===== src/core/xpd_params.svh =====
// Constants for the exchange and port-input decoder
`ifndef XPD_PARAMS_SVH
`define XPD_PARAMS_SVH
`define XPD_SWAP_RM_PAT   7'h43
`define XPD_SWAP_ACC_PAT  5'h12
`define XPD_IN_FIX_PAT    7'h72
`define XPD_IN_VAR_PAT    7'h76
`define XPD_MOD_REG       2'h3
`define XPD_CYC_SWAP_REG  5'h04
`define XPD_CYC_SWAP_MEM  5'h11
`define XPD_CYC_SWAP_ACC  5'h03
`define XPD_CYC_IN_FIX    5'h0a
`define XPD_CYC_IN_VAR    5'h08
`endif


===== src/core/xpd_pkg.sv =====
// Types for the exchange and port-input decoder
package xpd_pkg;
  typedef enum logic [2:0] {
    XPD_OP_NONE,
    XPD_OP_SWAP_RM,
    XPD_OP_SWAP_ACC,
    XPD_OP_IN_FIXED,
    XPD_OP_IN_VAR
  } xpd_op_t;
endpackage


===== src/core/xpd_match.sv =====
// Opcode pattern classifier for one opcode byte
`timescale 1ns/1ps
`include "xpd_params.svh"
module xpd_match (
  input  wire logic [7:0] opcode_i,
  output logic            swap_rm_o,
  output logic            swap_acc_o,
  output logic            in_fix_o,
  output logic            in_var_o
);
  // Pure pattern compares, the width bit is ignored here
  assign swap_rm_o  = (opcode_i[7:1] == `XPD_SWAP_RM_PAT);
  assign swap_acc_o = (opcode_i[7:3] == `XPD_SWAP_ACC_PAT);
  assign in_fix_o   = (opcode_i[7:1] == `XPD_IN_FIX_PAT);
  assign in_var_o   = (opcode_i[7:1] == `XPD_IN_VAR_PAT);
endmodule


===== src/core/xpd_decoder.sv =====
// Exchange and port-input instruction decoder
`timescale 1ns/1ps
`include "xpd_params.svh"
module xpd_decoder (
  input  wire logic        clock_i,
  input  wire logic        reset_n_i,
  input  wire logic        byte_valid_i,
  input  wire logic [7:0]  byte_i,
  input  wire logic [15:0] dx_value_i,
  output logic             dec_valid_o,
  output xpd_pkg::xpd_op_t dec_op_o,
  output logic             dec_word_o,
  output logic             dec_mem_o,
  output logic [2:0]       dec_reg_o,
  output logic [2:0]       dec_rm_o,
  output logic [1:0]       dec_mod_o,
  output logic [15:0]      dec_port_o,
  output logic [4:0]       dec_cycles_o,
  output logic             dec_unknown_o
);
  typedef enum logic [1:0] {XPD_IDLE, XPD_WAIT_MODRM, XPD_WAIT_PORT} xpd_state_t;

  logic       rst_sync1_q;
  logic       rst_sync2_q;
  wire  logic rst_n = rst_sync2_q;

  // Reset release through two flops; assertion stays asynchronous
  always_ff @(posedge clock_i or negedge reset_n_i) begin
    if (!reset_n_i) begin
      rst_sync1_q <= 1'b0;
      rst_sync2_q <= 1'b0;
    end else begin
      rst_sync1_q <= 1'b1;
      rst_sync2_q <= rst_sync1_q;
    end
  end

  // Decode state and width bit held across the two-byte forms
  xpd_state_t state_q;
  xpd_state_t state_d;
  logic       word_q;
  logic       word_d;

  // Pattern hits for the byte now on the stream
  wire logic m_swap_rm;
  wire logic m_swap_acc;
  wire logic m_in_fix;
  wire logic m_in_var;

  xpd_match u_match (
    .opcode_i   (byte_i),
    .swap_rm_o  (m_swap_rm),
    .swap_acc_o (m_swap_acc),
    .in_fix_o   (m_in_fix),
    .in_var_o   (m_in_var)
  );

  wire logic idle_byte  = byte_valid_i && (state_q == XPD_IDLE);
  wire logic modrm_byte = byte_valid_i && (state_q == XPD_WAIT_MODRM);
  wire logic port_byte  = byte_valid_i && (state_q == XPD_WAIT_PORT);
  wire logic modrm_reg  = (byte_i[7:6] == `XPD_MOD_REG);

  // Opcode first, then a second byte for the two-byte forms
  always_comb begin
    state_d = state_q;
    word_d  = word_q;
    unique case (state_q)
      XPD_IDLE: begin
        if (idle_byte && m_swap_rm) begin
          state_d = XPD_WAIT_MODRM;
          word_d  = byte_i[0];
        end else if (idle_byte && m_in_fix) begin
          state_d = XPD_WAIT_PORT;
          word_d  = byte_i[0];
        end
      end
      XPD_WAIT_MODRM: begin
        if (byte_valid_i) state_d = XPD_IDLE;
      end
      XPD_WAIT_PORT: begin
        if (byte_valid_i) state_d = XPD_IDLE;
      end
      default: state_d = XPD_IDLE; // Unused code recovers to idle
    endcase
  end

  always_ff @(posedge clock_i or negedge rst_n) begin
    if (!rst_n) begin
      state_q <= XPD_IDLE;
      word_q  <= 1'b0;
    end else begin
      state_q <= state_d;
      word_q  <= word_d;
    end
  end

  // Completion strobes for each instruction form
  wire logic fin_swap_rm  = modrm_byte;
  wire logic fin_swap_acc = idle_byte && m_swap_acc;
  wire logic fin_in_fix   = port_byte;
  wire logic fin_in_var   = idle_byte && m_in_var;
  wire logic fin_any      = fin_swap_rm | fin_swap_acc | fin_in_fix | fin_in_var;
  wire logic unknown      = idle_byte && !(m_swap_rm | m_swap_acc | m_in_fix | m_in_var);

  // Cycle budget: memory swap costs far more than register swap
  wire logic [4:0] cyc_swap = modrm_reg ? `XPD_CYC_SWAP_REG : `XPD_CYC_SWAP_MEM;
  wire logic [4:0] cycles_d = fin_swap_rm  ? cyc_swap :
                              fin_swap_acc ? `XPD_CYC_SWAP_ACC :
                              fin_in_fix   ? `XPD_CYC_IN_FIX :
                              `XPD_CYC_IN_VAR;
  wire xpd_pkg::xpd_op_t op_d = fin_swap_rm  ? xpd_pkg::XPD_OP_SWAP_RM :
                                fin_swap_acc ? xpd_pkg::XPD_OP_SWAP_ACC :
                                fin_in_fix   ? xpd_pkg::XPD_OP_IN_FIXED :
                                xpd_pkg::XPD_OP_IN_VAR;
  // Port source: trailing byte for fixed, DX for variable
  wire logic [15:0] port_d = fin_in_fix ? {8'h00, byte_i} : dx_value_i;
  // Accumulator swap is always a word move
  wire logic word_pick = (fin_swap_rm | fin_in_fix) ? word_q :
                         fin_swap_acc ? 1'b1 : byte_i[0];

  // Result fields hold until the next completed decode; valid and unknown are reloaded every cycle
  always_ff @(posedge clock_i or negedge rst_n) begin
    if (!rst_n) begin
      dec_valid_o   <= 1'b0;
      dec_unknown_o <= 1'b0;
      dec_op_o      <= xpd_pkg::XPD_OP_NONE;
      dec_word_o    <= 1'b0;
      dec_mem_o     <= 1'b0;
      dec_reg_o     <= 3'h0;
      dec_rm_o      <= 3'h0;
      dec_mod_o     <= 2'h0;
      dec_port_o    <= 16'h0000;
      dec_cycles_o  <= 5'h00;
    end else begin
      dec_valid_o   <= fin_any;
      dec_unknown_o <= unknown;
      if (fin_any) begin
        dec_op_o     <= op_d;
        dec_word_o   <= word_pick;
        dec_mem_o    <= fin_swap_rm && !modrm_reg;
        dec_reg_o    <= fin_swap_rm ? byte_i[5:3] : 3'h0;
        dec_rm_o     <= (fin_swap_rm || fin_swap_acc) ? byte_i[2:0] : 3'h0;
        dec_mod_o    <= fin_swap_rm ? byte_i[7:6] : 2'h0;
        dec_port_o   <= (fin_in_fix || fin_in_var) ? port_d : 16'h0000;
        dec_cycles_o <= cycles_d;
      end
    end
  end

  // Checks on the decoded results
  swap_reg_cyc_a: assert property (@(posedge clock_i) disable iff (!rst_n)
    (modrm_byte && modrm_reg) |=> dec_valid_o && dec_cycles_o == 5'h04 && !dec_mem_o)
    else $error("register swap budget wrong");
  swap_mem_cyc_a: assert property (@(posedge clock_i) disable iff (!rst_n)
    (modrm_byte && !modrm_reg) |=> dec_cycles_o == 5'h11 && dec_mem_o)
    else $error("memory swap budget wrong");
  swap_acc_cyc_a: assert property (@(posedge clock_i) disable iff (!rst_n)
    (idle_byte && byte_i[7:3] == 5'h12) |=> dec_valid_o && dec_cycles_o == 5'h03
      && dec_op_o == xpd_pkg::XPD_OP_SWAP_ACC && dec_rm_o == $past(byte_i[2:0]))
    else $error("accumulator swap wrong");
  in_fix_seq_a: assert property (@(posedge clock_i) disable iff (!rst_n)
    (idle_byte && byte_i[7:1] == 7'h72) ##1 byte_valid_i |=> dec_valid_o
      && dec_cycles_o == 5'h0a && dec_word_o == $past(byte_i[0], 2))
    else $error("fixed port input wrong");
  in_fix_port_a: assert property (@(posedge clock_i) disable iff (!rst_n)
    port_byte |=> dec_port_o == {8'h00, $past(byte_i)})
    else $error("fixed port number wrong");
  in_var_cyc_a: assert property (@(posedge clock_i) disable iff (!rst_n)
    (idle_byte && byte_i[7:1] == 7'h76) |=> dec_valid_o && dec_cycles_o == 5'h08
      && dec_port_o == $past(dx_value_i) && state_q == XPD_IDLE)
    else $error("variable port input wrong");
  swap_wait_a: assert property (@(posedge clock_i) disable iff (!rst_n)
    (idle_byte && byte_i[7:1] == 7'h43) |=> !dec_valid_o && state_q == XPD_WAIT_MODRM)
    else $error("swap did not wait for mode byte");
  no_both_a: assert property (@(posedge clock_i) disable iff (!rst_n)
    !(dec_valid_o && dec_unknown_o))
    else $error("valid and unknown together");

  // Fixed-port opcode must wait for its port byte before completing
  fix_wait_a: assert property (@(posedge clock_i) disable iff (!rst_n)
    (idle_byte && byte_i[7:1] == 7'h72) |=> !dec_valid_o && state_q == XPD_WAIT_PORT)
    else $error("fixed port did not wait for port byte");

  // Idle cycles between opcode and port byte neither finish nor drop it
  port_hold_a: assert property (@(posedge clock_i) disable iff (!rst_n)
    (state_q == XPD_WAIT_PORT && !byte_valid_i) |=> state_q == XPD_WAIT_PORT && !dec_valid_o)
    else $error("port wait lost");

  // Variable-port width bit comes from the opcode itself, no extra byte
  var_width_a: assert property (@(posedge clock_i) disable iff (!rst_n)
    (idle_byte && byte_i[7:1] == 7'h76) |=> dec_op_o == xpd_pkg::XPD_OP_IN_VAR
      && dec_word_o == $past(byte_i[0]) && !dec_mem_o)
    else $error("variable port width wrong");

  // Operand fields are copied straight from the mode byte
  swap_fields_a: assert property (@(posedge clock_i) disable iff (!rst_n)
    modrm_byte |=> dec_op_o == xpd_pkg::XPD_OP_SWAP_RM && dec_reg_o == $past(byte_i[5:3])
      && dec_rm_o == $past(byte_i[2:0]) && dec_mod_o == $past(byte_i[7:6]))
    else $error("swap operand fields wrong");

  // Width bit of the swap opcode must survive the mode byte
  swap_word_a: assert property (@(posedge clock_i) disable iff (!rst_n)
    (idle_byte && byte_i[7:1] == 7'h43) ##1 byte_valid_i
      |=> dec_word_o == $past(byte_i[0], 2))
    else $error("swap width bit wrong");

  // Short accumulator swap is a word move with no memory operand and no port
  acc_word_a: assert property (@(posedge clock_i) disable iff (!rst_n)
    (idle_byte && byte_i[7:3] == 5'h12) |=> dec_word_o && !dec_mem_o
      && dec_port_o == 16'h0000)
    else $error("accumulator swap width wrong");

  // Opcode outside the four forms pulses unknown and completes nothing
  unknown_pulse_a: assert property (@(posedge clock_i) disable iff (!rst_n)
    (idle_byte && byte_i[7:1] != 7'h43 && byte_i[7:3] != 5'h12 && byte_i[7:1] != 7'h72
      && byte_i[7:1] != 7'h76) |=> dec_unknown_o && !dec_valid_o)
    else $error("unknown opcode not flagged");
endmodule


===== config.mk =====
export PLATFORM = sky130hd
export DESIGN_NAME = xpd_decoder
export DESIGN_NICKNAME = d
export VERILOG_FILES = /design/src/core/xpd_pkg.sv /design/src/core/xpd_match.sv /design/src/core/xpd_decoder.sv
export VERILOG_INCLUDE_DIRS = /design/src /design/src/core
export SDC_FILE = /design/constraint.sdc
export NUM_CORES = 1
export LEC_CHECK = 0
export BUFFER_PORTS_ARGS = -buffer_cell sky130_fd_sc_hd__buf_2
export CAP_MARGIN = 10
export CORE_MARGIN = 2
export CORE_UTILIZATION = 54
export CTS_BUF_LIST = sky130_fd_sc_hd__clkbuf_4
export DETAILED_ROUTE_END_ITERATION = 12
export PLACE_DENSITY = 0.95
export SLEW_MARGIN = 10
export SYNTH_ARGS = -nofsm -noshare
export SYNTH_HDL_FRONTEND = slang
export SYNTH_SLANG_ARGS = --single-unit
export TNS_END_PERCENT = 5

===== constraint.sdc =====
create_clock -name clock_i -period 3.4 [get_ports clock_i]
set_input_delay 0.17 -clock clock_i [delete_from_list [all_inputs] [get_ports clock_i]]
set_output_delay 0.17 -clock clock_i [all_outputs]
set_load 0.005 [all_outputs]

==> results by group <==
Detailed routing
  • DRC viols: 0
  • Final wirelength: 3.747 mm
  • Antenna viol nets, final: 0
  • Iter 0 DRT Violations: 44
  • WL per Instance: 16.08 um
  • DR vias: 1346
  • Router iterations before antenna repair: 4
  • Vias per cell: 5.777

STA
  • Crit share post-route: 61.07%
  • Unrepaired setup endpoints after global routing: no
  • Final max-slew violation count: 0
  • Setup TNS: 0 ns
  • Setup Viol. Count Final: 0
  • Worst Tran Pin Value: 0.6483 ns
  • Fmax: 0.4816 GHz
  • Final Hold Violating Endpoints: 0
  • Slew Limit Headroom: 56.64%
  • Fin crit period: 2.076 ns
  • Clock skew: 0.01049 ns
  • Final WS setup: 1.324 ns

Logic synthesis
  • Post-synth EDFFs: 0
  • Post-synthesis register bit count: 39
  • Yosys warning count: 0
  • Post-synth cell types: 37
  • Top cell type by total area after synthesis: dfrtp_1
  • Post-Syn Area: 1689 um2
  • Synth Net Count: 167
  • Syn avg cell area: 12.33 um2
  • Register area share after synthesis: 57.78%
  • Synth cell count leaders: dfrtp_1 (39), a22o_1 (18), a221o_1 (8), and3_1 (7), inv_1 (6)
  • Top cells by area, synth: dfrtp_1 (58%), a22o_1 (9.3%), a221o_1 (4.7%), and3_1 (2.6%), ha_1 (2.2%)
  • Post-synth top area share: 57.78%
  • Cell with the most instances after synthesis: dfrtp_1
  • Post-Syn Instances: 137
  • Synth async-reset ratio: 100.0%
  • Ys flop type: dfrtp_1

Worst setup path
  • Reg2Reg Launch Point: state_q[0]$_DFFE_PN0P_
  • Worst Reg2Reg Path Length in Cells: 5
  • Startpoint types: flop
  • Crit end category: flop
  • Critical-path maximum fanout: 32
  • CP arrival: 2.32 ns
  • Crit Path Class: reg -> reg
  • FF-to-FF End: dec_word_o$_DFFE_PN0P_
  • Crit path required time: 3.65 ns
  • Setup slack, reg-to-reg: 1.32 ns

Clock network
  • Sink Count: 39
  • H-tree Lvls: 2
  • TritonCTS Buffers: 5
  • Clock latency on the worst-skew pair: 0.35 ns
  • Clock Tree Root: clkbuf_4
  • CTS tree: done
  • Clk buf depth: 2
  • Clk pin slew, worst setup/hold paths: 0.12 ns

Hold path
  • Min-Delay Path Class: in -> reg
  • Hold endpoint: dec_port_o[15]$_DFFE_PN0P_
  • Hold path depth: 2
  • Hold wc startpoint: dx_value_i[15]

Floorplan
  • Core area: 3003 um2
  • Die Span X: 59.93 um
  • Initial Util: 56.25%
  • Io pins: 63
  • Die height: 59.93 um
  • Die area: 3592 um2
  • # rows: 20

Pwr
  • Leakage: 1.146 nW
  • Max VDD drop: 0.3631 mV
  • Pwr Density: 666.2 nW/um2

Placement
  • DP Worst Slack: 1.353 ns
  • Placed cells: 224
  • RD Place Congestion: 0.8783
  • Post-DP HPWL: 2.736 mm
  • # port buffers: 62

Global routing
  • Global-route wire length before repair: 5.871 mm
  • GRT overflow: 0
  • Vias in the first global route: 1286
  • Initial antenna violation count: 0
  • Largest net degree at the start of global routing: 38
  • Gr usage total: 22.36%

Outcome
  • Status: completed

Cells and area
  • Layout filler cell count: 209
  • N_diodes: 0
  • Non-filler cells, final: 233
  • Nets: 229
  • P&R area growth vs syn: 23.56%
  • Core Util, Final: 69.50%
  • Share of layout cells above drive strength 1: 38.50%

Job
  • Max cap viols: 0
## critical path: stages, from the launching register on
cell	delay [ns]
dfrtp_1	0.39
inv_1	0.07
ha_1	0.32
o21ai_0	0.37
o211a_4	0.45
mux2_2	0.38
## power breakdown
| group | switching (mW) | internal (mW) | total (mW) |
|---|---|---|---|
| Combinational | 0.188 | 0.228 | 0.416 |
| Sequential | 0.0745 | 0.595 | 0.670 |
| Clock | 0.150 | 0.155 | 0.305 |
## placed cells by master, fill, tap and decap left out, drive strengths merged, types with 2 or more instances in the layout
cell type	count
a21oi	2
a221o	8
a22o	18
and2	4
and3	7
buf	63
clkbuf	5
clkinv	2
dfrtp	39
ha	3
inv	6
mux2	2
nand2	6
nand3	3
nand4	2
nor2	5
nor2b	3
o21ai	3
o2bb2ai	2
## through the flow
step | power (mW) | hold slack [ns] | instance area, um2
2_1_floorplan | 0.9140 | -0.1256 | 1689
3_3_place_gp | 1.080 | -0.04402 | 1996
3_5_place_dp | 1.094 | -0.04451 | 1996
4_1_cts | 1.401 | 0.02682 | 2087
5_1_grt | 1.485 | 0.01762 | 2087
6_report | 1.390 | 0.03713 | 2087
## sequential cells by signal, summed over array words and instances (netlist names), 2 cells and up
| name | cells |
|---|---|
| dec_port_o | 16 |
| dec_rm_o | 3 |
| dec_reg_o | 3 |
| dec_op_o | 3 |
| dec_mod_o | 2 |
| dec_cycles_o | 3 |
| state_q | 2 |
## routing by layer
metal	vias up	global-route usage, %	part of all wire [%]
li1	635	-	-
met1	651	27.31	44
met2	55	36.96	49
met3	5	6.277	6.0
met4	0	9.524	0.72
met5	-	0	0
## how the worst max path moves through the flow
stage | start | end | slack [ns] | cells past startpoint
floorplan | state_q[0]$_DFFE_PN0P_ | dec_port_o[1]$_DFFE_PN0P_ | 1.74 | 7
global placement | state_q[0]$_DFFE_PN0P_ | dec_word_o$_DFFE_PN0P_ | 1.41 | 5
detailed placement | state_q[0]$_DFFE_PN0P_ | dec_word_o$_DFFE_PN0P_ | 1.35 | 5
CTS | state_q[0]$_DFFE_PN0P_ | dec_word_o$_DFFE_PN0P_ | 1.34 | 5
global route | state_q[0]$_DFFE_PN0P_ | dec_word_o$_DFFE_PN0P_ | 1.16 | 5
finish | state_q[0]$_DFFE_PN0P_ | dec_word_o$_DFFE_PN0P_ | 1.32 | 5
## final cells by class
cell class / instances / area (um2) / area share (%)
flip-flops and latches: 39 / 975.9 / 46.76
multi-input cells: 83 / 638.1 / 30.58
inverters: 6 / 22.52 / 1.079
clock inverters: 3 / 43.79 / 2.098
repair buffers: 64 / 327.8 / 15.71
well taps: 33 / 41.29 / 1.978
clock buffers: 5 / 37.54 / 1.799
## repair_timing
item / in CTS / in global routing
setup buffers: 0 / 0
endpoints found under the hold margin: 2 / 0
hold buffers: 1 / 0
resized for setup: 0 / 0
## cells by family after synthesis
group,count (synthesis),share of synthesized area (%)
simple gates,36,13.11
other cells,1,0.2220
buf+inv,15,4.444
compound gates,41,20.89
fa+ha+maj,3,2.222
mux,2,1.333
flops,39,57.78
Power figures use the tool's default switching activity.
